## src/common/codec_chan_pkg.sv

```systemverilog
// Constants and types shared by the channel local register files
package codec_chan_pkg;
    localparam int          CMD_DIR_BIT     = 7;
    localparam int          ADDR_W          = 7;
    localparam int          BYTE_W          = 8;
    localparam int          SAMPLE_W        = 16;
    localparam logic [6:0]  ADDR_LINE_PIN   = 7'h03;
    localparam logic [6:0]  ADDR_TX_SLOT    = 7'h04;
    localparam logic [6:0]  ADDR_RX_SLOT    = 7'h05;
    localparam logic [6:0]  ADDR_SAMPLE_LO  = 7'h06;
    localparam logic [6:0]  ADDR_SAMPLE_HI  = 7'h07;
    localparam logic [6:0]  ADDR_CHAN_OP    = 7'h08;
    localparam logic [6:0]  ADDR_TONE_EN    = 7'h09;
    localparam int          PIN_HOOK        = 0;
    localparam int          PIN_GKEY        = 1;
    localparam int          PIN_BIDIR_LSB   = 2;
    localparam int          PIN_BIDIR_MSB   = 4;
    localparam int          PIN_OUT_A       = 5;
    localparam int          PIN_OUT_B       = 6;
    localparam int          SLOT_MSB        = 6;
    localparam int          HWY_SEL_BIT     = 7;
    localparam int          OP_SLEEP        = 7;
    localparam int          OP_CUT          = 6;
    localparam int          OP_ADC_GAIN     = 5;
    localparam int          OP_DAC_GAIN     = 4;
    localparam int          TONE_A          = 0;
    localparam int          TONE_B          = 1;
    localparam int          TONE_FIX_LSB    = 2;
    localparam int          TONE_FIX_MSB    = 3;
    localparam logic [7:0]  RST_TX_SLOT     = 8'h00;
    localparam logic [7:0]  RST_RX_SLOT     = 8'h00;
    localparam logic [3:0]  RST_CHAN_OP     = 4'h8;
    localparam logic [3:0]  RST_TONE_EN     = 4'h0;
    localparam logic [1:0]  RST_LINE_OUT    = 2'h0;
    localparam logic [7:0]  BYTE_ZERO       = 8'h00;
    localparam logic [15:0] SAMPLE_ZERO     = 16'h0000;

    typedef enum logic [0:0] {
        CODING_COMPRESSED = 1'b0,
        CODING_LINEAR     = 1'b1
    } coding_type;
endpackage

```

## src/common/reg_write_if.sv

```systemverilog
// Register write strobe carried from the command decoder to pin logic
`timescale 1ns/1ps
interface reg_write_if;
    logic       wr_en;
    logic [6:0] addr;
    logic [7:0] wdata;

    modport source (output wr_en, output addr, output wdata);
    modport target (input wr_en, input addr, input wdata);
endinterface

```

## src/design/line_pin_port.sv

```systemverilog
// Line interface pins: output latches, bidirectional pin drive, pin snapshot
`timescale 1ns/1ps
module line_pin_port (
    input  wire logic   clk,
    input  wire logic   reset_n,
    input  wire logic   clk_en,
    reg_write_if.target bus,
    input  wire logic   hook_in,
    input  wire logic   gkey_in,
    input  wire logic [2:0] bidir_in,
    input  wire logic [2:0] bidir_is_out,
    input  wire logic [2:0] global_out,
    output logic [2:0]  bidir_out,
    output logic [2:0]  bidir_oe,
    output logic [1:0]  line_out,
    output logic [7:0]  pin_byte
);
    logic [1:0] line_out_r;
    logic [2:0] bidir_out_r;
    logic [2:0] bidir_oe_r;
    logic [7:0] pin_byte_r;
    logic [2:0] bidir_level;

    // Only the two pure outputs are stored; bidir bits written here are dropped
    always_ff @(posedge clk or negedge reset_n) begin
        if (!reset_n) begin
            line_out_r <= codec_chan_pkg::RST_LINE_OUT;
        end else if (clk_en && bus.wr_en && bus.addr == codec_chan_pkg::ADDR_LINE_PIN) begin
            line_out_r <= bus.wdata[codec_chan_pkg::PIN_OUT_B:codec_chan_pkg::PIN_OUT_A]; // [RULE_02]
        end
    end

    // Output pins follow the global pin registers only
    always_ff @(posedge clk or negedge reset_n) begin
        if (!reset_n) begin
            bidir_out_r <= 3'h0;
            bidir_oe_r  <= 3'h0;
        end else if (clk_en) begin
            bidir_out_r <= global_out; // [RULE_03]
            bidir_oe_r  <= bidir_is_out;
        end
    end

    // A pin driven by us reads back its driven value, otherwise its level
    assign bidir_level = (bidir_oe_r & bidir_out_r) | (~bidir_oe_r & bidir_in);

    always_ff @(posedge clk or negedge reset_n) begin
        if (!reset_n) begin
            pin_byte_r <= codec_chan_pkg::BYTE_ZERO;
        end else if (clk_en) begin
            pin_byte_r <= {1'b0, line_out_r, bidir_level, gkey_in, hook_in}; // [RULE_02]
        end
    end

    assign bidir_out = bidir_out_r;
    assign bidir_oe  = bidir_oe_r;
    assign line_out  = line_out_r;
    assign pin_byte  = pin_byte_r;
endmodule // line_pin_port

```

## src/design/tx_sample_monitor.sv

```systemverilog
// Transmit sample capture: feeds the highway and a side copy for reads
`timescale 1ns/1ps
module tx_sample_monitor (
    input  wire logic                       clk,
    input  wire logic                       reset_n,
    input  wire logic                       clk_en,
    input  wire logic [15:0]                sample_in,
    input  wire logic                       sample_valid,
    input  wire codec_chan_pkg::coding_type coding,
    output logic [7:0]                      lo_byte,
    output logic [7:0]                      hi_byte,
    output logic [15:0]                     hwy_sample,
    output logic                            hwy_valid
);
    logic [15:0] hwy_sample_r;
    logic        hwy_valid_r;
    logic [7:0]  lo_byte_r;
    logic [7:0]  hi_byte_r;

    // The highway path has no read input at all, so a read can never alter it
    always_ff @(posedge clk or negedge reset_n) begin
        if (!reset_n) begin
            hwy_sample_r <= codec_chan_pkg::SAMPLE_ZERO;
            hwy_valid_r  <= 1'b0;
        end else if (clk_en) begin
            hwy_valid_r <= sample_valid; // [RULE_09]
            if (sample_valid) begin
                hwy_sample_r <= sample_in; // [RULE_09]
            end
        end
    end

    // Monitor copy, compressed samples sit in the low byte
    always_ff @(posedge clk or negedge reset_n) begin
        if (!reset_n) begin
            lo_byte_r <= codec_chan_pkg::BYTE_ZERO;
            hi_byte_r <= codec_chan_pkg::BYTE_ZERO;
        end else if (clk_en && sample_valid) begin
            lo_byte_r <= sample_in[7:0]; // [RULE_08]
            if (coding == codec_chan_pkg::CODING_LINEAR) begin
                hi_byte_r <= sample_in[15:8];
            end else begin
                hi_byte_r <= codec_chan_pkg::BYTE_ZERO; // [RULE_10]
            end
        end
    end

    assign lo_byte    = lo_byte_r;
    assign hi_byte    = hi_byte_r;
    assign hwy_sample = hwy_sample_r;
    assign hwy_valid  = hwy_valid_r;
endmodule // tx_sample_monitor

```

## src/design/codec_channel_local_regs.sv

```systemverilog
// Per-channel local register set of the codec, reached by command bytes
// Summary of operation
// [RULE_01] Command bit 7 set means write, clear means read; low seven bits address.
// [RULE_02] Pin data: hook bit0, ground key bit1, bidir bits 2-4, outputs 5-6.
// [RULE_03] Bidir pins set as outputs ignore pin-data writes; global values drive them.
// [RULE_04] Seven-bit transmit slot field picks slot 0 to 127, default zero.
// [RULE_05] Transmit highway select: clear first highway (default), set second.
// [RULE_06] Seven-bit receive slot field picks slot 0 to 127, default zero.
// [RULE_07] Receive highway select: clear first highway (default), set second.
// [RULE_08] Sample-low reads low byte of linear sample or whole compressed sample.
// [RULE_09] Reading sample monitors leaves the sample sent on the highway unchanged.
// [RULE_10] Sample-high reads upper linear byte, all zeros in compressed coding.
// [RULE_11] Power-down bit set powers channel down, reset default; clear runs normally.
// [RULE_12] Receive-cut bit set cuts the PCM receive path; clear (default) normal.
// [RULE_13] A/D gain bit: clear 0 dB default, set +6 dB.
// [RULE_14] D/A gain bit: clear 0 dB default, set -6 dB.
// [RULE_15] Host writes zeros to the low four bits of channel operation.
// [RULE_16] Tone enable bits 1 and 0 turn generators on; both off by default.
// [RULE_17] Host writes ones to bits 3 and 2 of tone enable.
// [RULE_18] Channel logic works at any permitted master clock from 1.536 to 8.192 MHz.
// [RULE_19] Writes to read-only sample monitor registers are ignored entirely.
`timescale 1ns/1ps
module codec_channel_local_regs (
    input  wire logic        CLK,
    input  wire logic        RESET_N,
    input  wire logic        CLK_EN,
    input  wire logic        CMD_VALID,
    input  wire logic [7:0]  CMD_BYTE,
    input  wire logic [7:0]  CMD_DATA,
    output logic [7:0]       RD_DATA,
    output logic             RD_VALID,
    input  wire logic        HOOK_SENSE_IN,
    input  wire logic        GROUND_KEY_IN,
    input  wire logic [2:0]  BIDIR_LINE_PIN_I,
    output logic [2:0]       BIDIR_LINE_PIN_O,
    output logic [2:0]       BIDIR_LINE_PIN_OE,
    input  wire logic [2:0]  BIDIR_PIN_IS_OUT,
    input  wire logic        GLOBAL_PIN_OUT_A,
    input  wire logic        GLOBAL_PIN_OUT_B,
    input  wire logic        GLOBAL_PIN_OUT_C,
    output logic             LINE_OUT_A,
    output logic             LINE_OUT_B,
    input  wire logic        LINEAR_CODING,
    input  wire logic [15:0] TX_SAMPLE_IN,
    input  wire logic        TX_SAMPLE_VALID,
    output logic [15:0]      TX_HWY_SAMPLE,
    output logic             TX_HWY_VALID,
    output logic [6:0]       TX_SLOT_FIELD,
    output logic             TX_HIGHWAY_SEL,
    output logic [6:0]       RX_SLOT_FIELD,
    output logic             RX_HIGHWAY_SEL,
    output logic             CHAN_SLEEP,
    output logic             RX_PATH_CUT,
    output logic             ADC_GAIN_STEP,
    output logic             DAC_GAIN_STEP,
    output logic             TONE_GEN_A_ON,
    output logic             TONE_GEN_B_ON
);
    reg_write_if wr_bus ();

    logic       is_write;
    logic       is_read;
    logic [6:0] cmd_addr;
    logic [7:0] tx_slot_r;
    logic [7:0] rx_slot_r;
    logic [3:0] chan_op_r;
    logic [3:0] tone_en_r;
    logic [7:0] rd_data_r;
    logic       rd_valid_r;
    logic [7:0] rd_data_nxt;
    logic [7:0] pin_byte;
    logic [7:0] sample_lo;
    logic [7:0] sample_hi;
    logic [1:0] line_out;
    codec_chan_pkg::coding_type coding;

    // Returns true when a write command targets the given register
    function automatic logic write_hits(input logic wr, input logic [6:0] a,
                                        input logic [6:0] target);
        write_hits = wr && (a == target);
    endfunction

    // Direction and address split out of the command byte
    assign is_write = CMD_VALID && CMD_BYTE[codec_chan_pkg::CMD_DIR_BIT]; // [RULE_01]
    assign is_read  = CMD_VALID && !CMD_BYTE[codec_chan_pkg::CMD_DIR_BIT]; // [RULE_01]
    assign cmd_addr = CMD_BYTE[codec_chan_pkg::ADDR_W-1:0]; // [RULE_01]

    assign wr_bus.wr_en = is_write;
    assign wr_bus.addr  = cmd_addr;
    assign wr_bus.wdata = CMD_DATA;

    assign coding = LINEAR_CODING ? codec_chan_pkg::CODING_LINEAR
                                  : codec_chan_pkg::CODING_COMPRESSED;

    // All state is synchronous to the one master clock and counts no time,
    // so any permitted master clock rate works unchanged
    line_pin_port u_pins (
        .clk          (CLK), // [RULE_18]
        .reset_n      (RESET_N),
        .clk_en       (CLK_EN),
        .bus          (wr_bus),
        .hook_in      (HOOK_SENSE_IN),
        .gkey_in      (GROUND_KEY_IN),
        .bidir_in     (BIDIR_LINE_PIN_I),
        .bidir_is_out (BIDIR_PIN_IS_OUT),
        .global_out   ({GLOBAL_PIN_OUT_C, GLOBAL_PIN_OUT_B, GLOBAL_PIN_OUT_A}),
        .bidir_out    (BIDIR_LINE_PIN_O),
        .bidir_oe     (BIDIR_LINE_PIN_OE),
        .line_out     (line_out),
        .pin_byte     (pin_byte)
    );

    tx_sample_monitor u_sample (
        .clk          (CLK),
        .reset_n      (RESET_N),
        .clk_en       (CLK_EN),
        .sample_in    (TX_SAMPLE_IN),
        .sample_valid (TX_SAMPLE_VALID),
        .coding       (coding),
        .lo_byte      (sample_lo),
        .hi_byte      (sample_hi),
        .hwy_sample   (TX_HWY_SAMPLE),
        .hwy_valid    (TX_HWY_VALID)
    );

    // Transmit slot and highway
    always_ff @(posedge CLK or negedge RESET_N) begin
        if (!RESET_N) begin
            tx_slot_r <= codec_chan_pkg::RST_TX_SLOT; // [RULE_04]
        end else if (CLK_EN && write_hits(is_write, cmd_addr, codec_chan_pkg::ADDR_TX_SLOT)) begin
            tx_slot_r <= CMD_DATA; // [RULE_05]
        end
    end

    // Receive slot and highway
    always_ff @(posedge CLK or negedge RESET_N) begin
        if (!RESET_N) begin
            rx_slot_r <= codec_chan_pkg::RST_RX_SLOT; // [RULE_06]
        end else if (CLK_EN && write_hits(is_write, cmd_addr, codec_chan_pkg::ADDR_RX_SLOT)) begin
            rx_slot_r <= CMD_DATA; // [RULE_07]
        end
    end

    // Channel operation keeps only the upper nibble; the lower one must be zero
    // on writes, so it is not stored and always reads zero
    always_ff @(posedge CLK or negedge RESET_N) begin
        if (!RESET_N) begin
            chan_op_r <= codec_chan_pkg::RST_CHAN_OP; // [RULE_11]
        end else if (CLK_EN && write_hits(is_write, cmd_addr, codec_chan_pkg::ADDR_CHAN_OP)) begin
            chan_op_r <= CMD_DATA[7:4]; // [RULE_12]
        end
    end

    // Tone enables; the fixed bits 3:2 are stored so the host can read them back
    always_ff @(posedge CLK or negedge RESET_N) begin
        if (!RESET_N) begin
            tone_en_r <= codec_chan_pkg::RST_TONE_EN; // [RULE_16]
        end else if (CLK_EN && write_hits(is_write, cmd_addr, codec_chan_pkg::ADDR_TONE_EN)) begin
            tone_en_r <= CMD_DATA[codec_chan_pkg::TONE_FIX_MSB:0]; // [RULE_16]
        end
    end

    // Read mux; sample addresses have no write path at all
    always_comb begin
        rd_data_nxt = codec_chan_pkg::BYTE_ZERO;
        case (cmd_addr)
            codec_chan_pkg::ADDR_LINE_PIN:  rd_data_nxt = pin_byte; // [RULE_02]
            codec_chan_pkg::ADDR_TX_SLOT:   rd_data_nxt = tx_slot_r;
            codec_chan_pkg::ADDR_RX_SLOT:   rd_data_nxt = rx_slot_r;
            codec_chan_pkg::ADDR_SAMPLE_LO: rd_data_nxt = sample_lo; // [RULE_08]
            codec_chan_pkg::ADDR_SAMPLE_HI: rd_data_nxt = sample_hi; // [RULE_10]
            codec_chan_pkg::ADDR_CHAN_OP:   rd_data_nxt = {chan_op_r, 4'h0};
            codec_chan_pkg::ADDR_TONE_EN:   rd_data_nxt = {4'h0, tone_en_r};
            default:                        rd_data_nxt = codec_chan_pkg::BYTE_ZERO;
        endcase
    end

    // Read answer one cycle after the command; a write never answers [RULE_19]
    always_ff @(posedge CLK or negedge RESET_N) begin
        if (!RESET_N) begin
            rd_data_r  <= codec_chan_pkg::BYTE_ZERO;
            rd_valid_r <= 1'b0;
        end else if (CLK_EN) begin
            rd_valid_r <= is_read; // [RULE_01]
            if (is_read) begin
                rd_data_r <= rd_data_nxt; // [RULE_09]
            end
        end
    end

    assign RD_DATA        = rd_data_r;
    assign RD_VALID       = rd_valid_r;
    assign LINE_OUT_A     = line_out[0];
    assign LINE_OUT_B     = line_out[1];
    assign TX_SLOT_FIELD  = tx_slot_r[codec_chan_pkg::SLOT_MSB:0]; // [RULE_04]
    assign TX_HIGHWAY_SEL = tx_slot_r[codec_chan_pkg::HWY_SEL_BIT]; // [RULE_05]
    assign RX_SLOT_FIELD  = rx_slot_r[codec_chan_pkg::SLOT_MSB:0]; // [RULE_06]
    assign RX_HIGHWAY_SEL = rx_slot_r[codec_chan_pkg::HWY_SEL_BIT]; // [RULE_07]
    assign CHAN_SLEEP     = chan_op_r[codec_chan_pkg::OP_SLEEP - 4]; // [RULE_11]
    assign RX_PATH_CUT    = chan_op_r[codec_chan_pkg::OP_CUT - 4]; // [RULE_12]
    assign ADC_GAIN_STEP  = chan_op_r[codec_chan_pkg::OP_ADC_GAIN - 4]; // [RULE_13]
    assign DAC_GAIN_STEP  = chan_op_r[codec_chan_pkg::OP_DAC_GAIN - 4]; // [RULE_14]
    assign TONE_GEN_A_ON  = tone_en_r[codec_chan_pkg::TONE_A]; // [RULE_16]
    assign TONE_GEN_B_ON  = tone_en_r[codec_chan_pkg::TONE_B]; // [RULE_16]
endmodule // codec_channel_local_regs

```

## config.mk

```make
export PLATFORM = sky130hd
export DESIGN_NAME = codec_channel_local_regs
export DESIGN_NICKNAME = d
export VERILOG_FILES = /design/src/common/codec_chan_pkg.sv /design/src/common/reg_write_if.sv /design/src/design/line_pin_port.sv /design/src/design/tx_sample_monitor.sv /design/src/design/codec_channel_local_regs.sv
export SDC_FILE = /design/constraint.sdc
export NUM_CORES = 1
export LEC_CHECK = 0
export BUFFER_PORTS_ARGS = -buffer_cell sky130_fd_sc_hd__buf_2
export CELL_PAD_IN_SITES_DETAIL_PLACEMENT = 1
export CELL_PAD_IN_SITES_GLOBAL_PLACEMENT = 1
export CORE_MARGIN = 1.5
export CORE_UTILIZATION = 35
export CTS_BUF_LIST = sky130_fd_sc_hd__clkbuf_4 sky130_fd_sc_hd__clkbuf_8 sky130_fd_sc_hd__clkbuf_16
export DETAILED_ROUTE_END_ITERATION = 10
export PLACE_DENSITY_LB_ADDON = 0.12
export SLEW_MARGIN = 15
export SYNTH_ARGS = -nofsm -noshare
export SYNTH_HDL_FRONTEND = slang
export SYNTH_SLANG_ARGS = --single-unit
```

## constraint.sdc

```tcl
create_clock -name CLK -period 1.4 [get_ports CLK]
set_input_delay 0.14 -clock CLK [delete_from_list [all_inputs] [get_ports CLK]]
set_output_delay 0.14 -clock CLK [all_outputs]
set_load 0.005 [all_outputs]
```

### Word-level counts from Yosys, hierarchy flattened

Index checks and enable logic that the tools add are counted.

| cells by class | value |
|---|---|
| add/sub/neg operators | 0 |
| $mul | 0 |
| divide/modulo/power cells | 0 |
| $lt $le $gt $ge | 0 |
| eq/ne operators | 7 |
| shift-type cells | 0 |
| mux-type cells | 3 |
| bitwise operators | 4 |
| reductions and logical operators | 16 |

Operators with widths:

| cell | count |
|---|---|
| 8-bit one-hot mux with 7 select lines | 1 |
| 7-bit by 3-bit equality test with 1-bit output, second input constant | 4 |
| 7-bit by 4-bit equality test with 1-bit output, second input constant | 2 |
| 1-bit logical AND | 13 |
| 8-bit 2-to-1 mux | 1 |
| 7-bit by 2-bit equality test with 1-bit output, second input constant | 1 |
| 3-bit AND | 2 |
| 2-bit AND reduction | 2 |
| 3-bit inverter | 1 |
| 3-bit OR | 1 |
| 1-bit zero test | 1 |
| 1-bit 2-to-1 mux | 1 |

| word-level totals | value |
|---|---|
| bits in registers | 81 |
| bits in latches | 0 |
| bits in writable memories | 0 |
| memory bits (read-only) | 0 |
| output and inout bits | 56 |
| memories kept | 0 |

### Longest topological paths before layout

Gate-level depths: netlist (run 1).

| depth | value |
|---|---|
| depth in word-level cells | 3 |
| depth in mapped cells | 6 |

### Modules after synthesis

Synthesis (run 1) repeated with hierarchy kept, for this count alone.

| unflattened totals | value |
|---|---|
| cells, all modules | 296 |
| area total of the unflattened synthesis | 3631.0 µm² |

By module, submodules not included:

| module | times used | cells each | area each (µm²) | sequential area each (µm²) |
|---|---|---|---|---|
| codec_channel_local_regs | 1 | 171 | 1958.1 | 827.0 |
| tx_sample_monitor | 1 | 82 | 1057.3 | 625.6 |
| line_pin_port | 1 | 43 | 615.6 | 375.4 |

### Worst setup path before layout (run 1)

Ideal clock, no wire load.

| path | value |
|---|---|
| path kind | input-to-reg |
| start | input port CMD_BYTE[5] |
| end | register u_pins.line_out_r[0], in the netlist u_pins.line_out[0] |
| arrival | 1444 ps |
| required time | 1275 ps |
| slack | -169 ps |
| stages on the path | 5 |
| path buffers | 1 |
| cell sequence | or3_4 > buf_6 > nor4_4 > and2b_4 > mux2_4 |

| on the way | value |
|---|---|
| longest elaborated chain between the ends | 2 |

Ends and longest elaborated chain:

| element | RTL line | text |
|---|---|---|
| start, declared | codec_channel_local_regs.sv:28 | `input wire logic [7:0] CMD_BYTE,` |
| 7-bit by 2-bit equality test with 1-bit output | line_pin_port.sv:28 | `end else if (clk_en && bus.wr_en && bus.addr == codec_chan_pkg::ADDR_LINE_PIN) begin` |
| 1-bit logical AND | line_pin_port.sv:28 |  |
| end signal, assigned | line_pin_port.sv:27 | `line_out_r <= codec_chan_pkg::RST_LINE_OUT;` |
| end signal, assigned | line_pin_port.sv:29 | `line_out_r <= bus.wdata[codec_chan_pkg::PIN_OUT_B:codec_chan_pkg::PIN_OUT_A];` |
| end, declared | line_pin_port.sv:18 | `logic [1:0] line_out_r;` |

Every way passes these cells.
A chain may end at the register's enable or synchronous reset.

### Worst setup path after layout (run 1)

| path | value |
|---|---|
| start | register u_sample.hi_byte_r[4], in the netlist u_sample.hi_byte[4] |
| end | register rd_data_r[4], in the netlist RD_DATA[4] |

| on the way | value |
|---|---|
| longest elaborated chain between the ends | 1 |

Ends and longest elaborated chain:

| element | RTL line | text |
|---|---|---|
| start, declared | tx_sample_monitor.sv:18 | `logic [7:0] hi_byte_r;` |
| start signal, assigned | tx_sample_monitor.sv:37 | `hi_byte_r <= codec_chan_pkg::BYTE_ZERO;` |
| start signal, assigned | tx_sample_monitor.sv:41 | `hi_byte_r <= sample_in[15:8];` |
| start signal, assigned | tx_sample_monitor.sv:43 | `hi_byte_r <= codec_chan_pkg::BYTE_ZERO;` |
| 8-bit one-hot mux with 7 select lines | codec_channel_local_regs.sv:166 | `case (cmd_addr)` |
| end signal, assigned | codec_channel_local_regs.sv:181 | `rd_data_r <= codec_chan_pkg::BYTE_ZERO;` |
| end signal, assigned | codec_channel_local_regs.sv:186 | `rd_data_r <= rd_data_nxt;` |
| end, declared | codec_channel_local_regs.sv:68 | `logic [7:0] rd_data_r;` |

Every way passes these cells.

==> results of run 1 <==
==> sequential cells by signal (all words and copies together), names as in the netlist, 4 cells and up <==
name / cells
RD_DATA: 8
u_pins.pin_byte: 7
u_sample.hwy_sample: 16
u_sample.hi_byte: 8
tone_en_r: 4
rx_slot_r: 8
chan_op_r: 4
tx_slot_r: 8
==> power by group <==
part | switching, mW | internal (mW)
clock network | 0.805 | 1.12
registers | 0.105 | 2.26
logic | 0.295 | 0.366
==> cell families after synthesis <==
logic type	count (synthesis)	synth area share
compound gates	37	0.0779
buf+inv	15	0.0232
mux	63	0.233
simple gates	61	0.0996
flops	73	0.566
==> placed cells by master, fill, tap and decap left out, types with 3 or more instances in the layout <==
cell and n:
nand2_1 30, a22o_1 5, mux4_2 4, o21ai_0 15, nor2b_1 6, nor2_1 7
mux2_4 10, mux2i_1 7, dlygate4sd3_1 5, buf_2 103, buf_4 34, a32oi_1 3
mux2_2 41, clkbuf_8 11, nand3_1 3, a21oi_1 4, a222oi_1 5, dfrtp_1 72
==> path summary, 6_finish.rpt <==
path | startpoint | to | slack (ps) | depth (start not counted)
max in group asynchronous | RESET_N | chan_op_r[3] | 630 | 3
min in group asynchronous | RESET_N | u_pins.pin_byte[3] | 220 | 2
worst min register to register | RD_DATA[7] | RD_DATA[7] | 480 | 2
worst min-delay path | GLOBAL_PIN_OUT_A | u_pins.bidir_out[0] | 10 | 2
worst max-delay path | u_sample.hi_byte[4] | RD_DATA[4] | -60 | 3
worst max register to register | u_sample.hi_byte[4] | RD_DATA[4] | -60 | 3
==> per-stage QoR <==
step | setup WS, ps | std cells | cell area [sq um] | util | TNS [ps]
floorplan | -169 | 249 | 3270 | - | -963
global placement | -182 | 483 | 4150 | 0.468 | -4480
detailed placement | -223 | 483 | 4150 | 0.468 | -5350
CTS | -53.7 | 504 | 4430 | 0.501 | -106
global route | -166 | 504 | 4440 | 0.502 | -275
finish | -57.5 | 504 | 4440 | 0.502 | -110
==> layout make-up <==
class,instances,area (sq um),area share
tap,108,135,0.0304
timing repair buffer,144,861,0.194
clock buffer,12,159,0.0358
multi-input combinational,161,1380,0.310
clock inverter,4,75.1,0.0169
inverter,2,7.51,0.00169
sequential,73,1830,0.411
==> layer usage <==
metal / vias to the layer above / track usage / share of wire
met5: - / 0 / 0
met4: 0 / 0.0910 / 0.022
met3: 15 / 0.0411 / 0.057
met2: 79 / 0.305 / 0.47
met1: 1242 / 0.255 / 0.45
li1: 1184 / - / -
==> worst max-delay path, stage by stage (launching register included) <==
cell	delay, ps
dfrtp_1	380
mux4_2	480
a222oi_1	370
o21ai_1	90
==> timing repair <==
| item | in CTS | in global routing |
|---|---|---|
| resized for setup | 1 | 2 |
| pin swaps | 2 | 0 |
| gates cloned | 0 | 0 |
| endpoints found under the hold margin | 24 | 0 |
| endpoints found under the setup margin | 2 | 4 |
| hold buffers | 5 | 0 |
==> Implementation_results.wiki, run 1 <==
{| class="wikitable"
! Metric !! Value
|-
| Outcome || finished with violations
|-
| Violated checks || negative setup slack
|-
| Post-synth net total || 298
|-
| Cell area power density || 1120 nW/um^2
|-
| Count of nets after finishing || 440
|-
| I/O Pins || 105
|-
| Die footprint || 9810 sq um
|-
| Class of the tightest hold or removal check || input pin to flop
|-
| Synth unique cells || 37
|-
| Minimum clock period after layout || 1460 ps
|-
| Top-count cell post-synth || dfrtp_1
|-
| Clock-pin slew on the worst setup and hold paths || 80 ps
|-
| Maximum ir drop on the vdd rail || 0.551 mV
|-
| Worst Path Required || 1620 ps
|-
| Filler Cell Count || 960
|-
| Number of post-CTS setup repair buffers || 0
|-
| Router iterations before antenna repair || 4
|-
| Mapped Avg Cell Area || 13.0 sq um
|-
| Cell types with the highest counts after synthesis || 72 x dfrtp_1, 49 x mux2_2, 30 x nand2_1
|-
| Critical setup path kind || flop to flop
|-
| First-pass GRT wire length || 14.3 mm
|-
| Clk_lat worst skew || 350 ps
|-
| Number of buffers created by CTS || 9
|-
| Overall power of the completed layout || 4.96 mW
|-
| Worst-case clock buffer depth || 2
|-
| Cell area after synthesis || 3230 sq um
|-
| Sinks on the clock net || 73
|-
| DRC errors left || 0
|-
| Placement Rows || 34
|-
| Setup slack after layout || -57.5 ps
|-
| Die Y-Extent || 99.1 um
|-
| Final Hold Fails || 0
|-
| Gpl congestion || 0.860
|-
| Period utilization || 1.04
|-
| Count of buffers from port buffering || 104
|-
| Share of the yosys chip area belonging to registers || 0.566
|-
| Worst endpoint data arrival time || 1670 ps
|-
| DPL Wire Length || 6.83 mm
|-
| Area inside the core boundary || 8850 sq um
|-
| Number of global-route vias before repair || 2748
|-
| Max Cap Violations || 0
|-
| Highest clock rate || 686 MHz
|-
| Measured slew at the worst slew-check pin || 510 ps
|-
| Starting Density || 0.365
|-
| DRC marker count from the first detailed-route iteration || 68
|-
| Via density per instance || 5.00
|-
| WL/cell || 17.4 um
|-
| TritonCTS clock tree || done
|-
| Remaining antenna violation count after routing || 0
|-
| Async SR Flop Fraction || 1.00
|-
| Synthesis-to-finish area growth || 37.6%
|-
| Area leader, netlist || dfrtp_1
|-
| Worst max-slew margin expressed relative to the limit || 0.658
|-
| Clock root buffer || clkbuf_8
|-
| Kind of start point of the critical path || flop
|-
| Portion of synthesized cell area occupied by the leading cell type || 0.558
|-
| Warning count from the yosys run || 0
|-
| Static power due to leakage || 2.22 nW
|-
| Crit-path max FO || 2
|-
| Final WL || 8.79 mm
|-
| Setup repair after global routing missed its margin || yes
|-
| Diode insertion count for antenna repair || 0
|-
| Number of antenna violations at the first check in global routing || 0
|-
| Max-slew violations || 0
|-
| Overall fraction of global-route tracks in use || 0.193
|-
| Fraction of layout instances using a drive strength above 1 || 0.561
|-
| Final-report setup violation count || 2
|-
| Post-synth EDFFs || 0
|-
| Top cells by area in the synthesized netlist || dfrtp_1 56%, mux2_2 17%, nand2_1 3.5%
|-
| Setup Skew || 10.1 ps
|-
| Worst hold slack || 14.0 ps
|-
| Critical Path End Type || flop
|-
| Die width || 99.1 um
|-
| Htree depth || 3
|-
| Total vias in the final route || 2520
|-
| Maximum number of pins on one net before global-route repair || 28
|-
| Synth Register Bits || 73
|-
| Sum of overflow across all layers after global routing || 0
|-
| Cell count after synthesis || 249
|-
| Most instantiated flip-flop cell in the synthesis netlist || dfrtp_1
|}
Note: power is estimated with default switching activity, not from simulation.
==> run 2, diff against run 1 <==
--- a/config.mk
+++ b/config.mk
@@ -16,4 +16,5 @@
 export SLEW_MARGIN = 15
 export SYNTH_ARGS = -nofsm -noshare
 export SYNTH_HDL_FRONTEND = slang
+export SYNTH_HIERARCHICAL = 1
 export SYNTH_SLANG_ARGS = --single-unit
==> run 2 against run 1 <==
Effect of this change: the run now ends clean; final area up 3.4%; sequential share of layout area fell by 1.4 points; routed wire length rose by 15%; clock power shrank 12%; cell count grew 10%; core utilization fell by 3.8 points; largest power group unchanged.
==> Implementation_results.wiki, run 2 <==
{| class="wikitable"
! Metric !! Value
|-
| Outcome || finished clean
|-
| Sinks on the clock net || 73
|-
| Number of antenna violations at the first check in global routing || 0
|-
| Cell count after synthesis || 296
|-
| Cell area after synthesis || 3630 sq um
|-
| First-pass GRT wire length || 16.3 mm
|-
| Final core area utilization || 0.464
|-
| Post-synthesis compound-gate area fraction || 0.0782
|-
| Maximum ir drop on the vdd rail || 0.622 mV
|-
| Final WL || 10.1 mm
|-
| Max-slew violations || 0
|-
| Class of the tightest hold or removal check || input pin to flop
|-
| Die footprint || 11000 sq um
|-
| Worst Path Required || 1620 ps
|-
| Number of buffers created by CTS || 9
|-
| Gpl congestion || 0.895
|-
| Clock-pin slew on the worst setup and hold paths || 90 ps
|-
| Crit-path max FO || 3
|-
| Share of the synthesized netlist area taken by xor and xnor gates || 0
|-
| Area leader, netlist || dfrtp_1
|-
| Highest clock rate || 744 MHz
|-
| Top-count cell post-synth || dfrtp_1
|-
| Top cells by area in the synthesized netlist || dfrtp_1 50%, mux2_2 13%, mux2_4 4.1%
|-
| Router iterations before antenna repair || 5
|-
| Area share of and/or/nand/nor cells after synthesis || 0.141
|-
| Async SR Flop Fraction || 1.00
|-
| Most instantiated flip-flop cell in the synthesis netlist || dfrtp_1
|-
| Fraction of synthesized area in multiplexers || 0.209
|-
| WL/cell || 18.2 um
|-
| Post-synth net total || 345
|-
| Routing usage on met3 || 0.0455
|-
| Number of global-route vias before repair || 2979
|-
| Area inside the core boundary || 9910 sq um
|-
| Largest register FFs || 16
|-
| Diode insertion count for antenna repair || 0
|-
| Number of post-CTS setup repair buffers || 0
|-
| DRC marker count from the first detailed-route iteration || 80
|-
| Cell area power density || 1040 nW/um^2
|-
| Remaining antenna violation count after routing || 0
|-
| Synth Register Bits || 73
|-
| Synthesis-to-finish area growth || 26.6%
|-
| Htree depth || 3
|-
| Number of resized instances in the post-cts repair step || 0
|-
| Met2 usage || 0.313
|-
| Clk_lat worst skew || 350 ps
|-
| Kind of start point of the critical path || flop
|-
| Switching power || 1.30 mW
|-
| Int Pwr || 3.50 mW
|-
| DP Worst Slack || -140 ps
|-
| DRC errors left || 0
|-
| Total Neg Setup Slack || 0 ps
|-
| GR met1 Demand/Resource || 0.257
|-
| Share of the yosys chip area belonging to registers || 0.503
|-
| Critical Path, Cell by Cell || a22o_1 > a222oi_1 > o21ai_1
|-
| Setup Skew || 10.9 ps
|-
| Overall power of the completed layout || 4.80 mW
|-
| Placement Rows || 36
|-
| Mapped Avg Cell Area || 12.3 sq um
|-
| Die width || 105 um
|-
| I/O Pins || 105
|-
| Busiest metal layer after global routing || met2
|-
| Die Y-Extent || 105 um
|-
| TritonCTS clock tree || done
|-
| Main combinational cell family by area after synthesis || multiplexers
|-
| Cell types with the highest counts after synthesis || 72 x dfrtp_1, 43 x mux2_2, 14 x o21ai_0
|-
| Clock root buffer || clkbuf_8
|-
| Max Cap Violations || 0
|-
| Setup repair after global routing missed its margin || yes
|-
| Worst-case clock buffer depth || 2
|-
| Final-report setup violation count || 0
|-
| Count of nets after finishing || 466
|-
| Final Hold Fails || 0
|-
| Comb pwr share || 0.151
|-
| Synth unique cells || 54
|-
| Setup slack after layout || 55.2 ps
|-
| Sum of overflow across all layers after global routing || 0
|-
| Overall fraction of global-route tracks in use || 0.192
|-
| Proportion of power drawn by the clock network || 0.351
|-
| Portion of synthesized cell area occupied by the leading cell type || 0.496
|-
| Share of total power in sequential cells || 0.497
|-
| Share of total power consumed by net switching || 0.271
|-
| Maximum number of pins on one net before global-route repair || 29
|-
| Total vias in the final route || 2791
|-
| DPL Wire Length || 7.82 mm
|-
| Post-synth EDFFs || 0
|-
| Period utilization || 0.961
|-
| Adder-cell share of the synthesized area || 0
|-
| Static power due to leakage || 2.27 nW
|-
| Worst endpoint data arrival time || 1570 ps
|-
| Top library cells by usage in the layout, fill and taps aside || 103 x buf_2, 72 x dfrtp_1, 43 x mux2_2
|-
| Via density per instance || 5.03
|-
| Crit-path slowest cell || a222oi_1
|-
| Critical Path End Type || flop
|-
| Warning count from the yosys run || 6
|-
| Count of buffers from port buffering || 104
|-
| Fraction of layout instances using a drive strength above 1 || 0.517
|-
| Minimum clock period after layout || 1340 ps
|-
| CP peak stage delay || 470 ps
|-
| Most common cell after layout, fill and taps aside || buf_2
|-
| Starting Density || 0.366
|-
| Critical setup path kind || flop to flop
|}
run 2: cell types whose count changed in the layout (fill, tap and decap cells not counted), sizes merged, moves of 6 or more:
cell,delta
nor3,+6
a31oi,+6
nand2,-16
inv,+10
nand4,+8
nand3b,+6
run 2: worst max-delay path: cells and delay by family, from the launching register on:
kind / cells / cell delay (ps)
flip-flops: 1 / 410
AO/OA/AOI/OAI: 3 / 810
run 2: layer usage:
metal | routed length (um) | part of all wire | vias up
met5 | 0 | 0 | -
met4 | 88 | 0.0087 | 0
met1 | 4630 | 0.46 | 1391
met2 | 4850 | 0.48 | 85
li1 | - | - | 1307
met3 | 541 | 0.053 | 8
run 2: layout make-up:
class | instances | area, sq um
clock buffers | 10 | 131
clock inverters | 6 | 67.6
fillers | 1131 | 5310
inverters | 11 | 41.3
multi-input cells | 186 | 1560
flip-flops and latches | 73 | 1830
well taps | 133 | 166
repair buffers | 136 | 803
run 2: cell families after synthesis:
kind of cell,Yosys count
buffers and inverters,37
DFF,73
and+or+nand+nor,76
muxes,65
other,1
AOI/OAI and AO/OA,44
run 2: power by group through the flow:
stage | Clock (mW) | Combinational [mW] | Sequential (mW)
after floorplan | 0 | 0.381 | 2.41
after global placement | 0 | 0.717 | 2.42
after detailed placement | 0 | 0.734 | 2.43
after CTS | 1.74 | 0.740 | 2.39
after global routing | 1.81 | 0.803 | 2.41
final | 1.69 | 0.727 | 2.39
run 2: worst paths after layout:
check | from | end | slack, ps | cells after the start
setup / recovery | rx_slot_r[2] | RD_DATA[2] | 60 | 3
hold / removal | GLOBAL_PIN_OUT_A | u_pins/bidir_out[0] | 10 | 2
setup reg to reg | rx_slot_r[2] | RD_DATA[2] | 60 | 3
hold reg to reg | RD_DATA[4] | RD_DATA[4] | 480 | 2
max in group asynchronous | RESET_N | u_sample/hi_byte[3] | 650 | 3
min in group asynchronous | RESET_N | RD_DATA[0] | 250 | 2
run 2: through the flow:
stage	instance area, sq um	instances	hold WS, ps
after floorplan	3630	296	-156
after global placement	4390	538	90.8
after detailed placement	4390	538	92.8
after CTS	4600	555	3.07
after global routing	4600	555	11.4
final	4600	555	13.9
run 2: repair_timing:
action	in CTS	in global routing
endpoints found under the hold margin	22	0
hold buffers	1	0
endpoints found under the setup margin	0	2
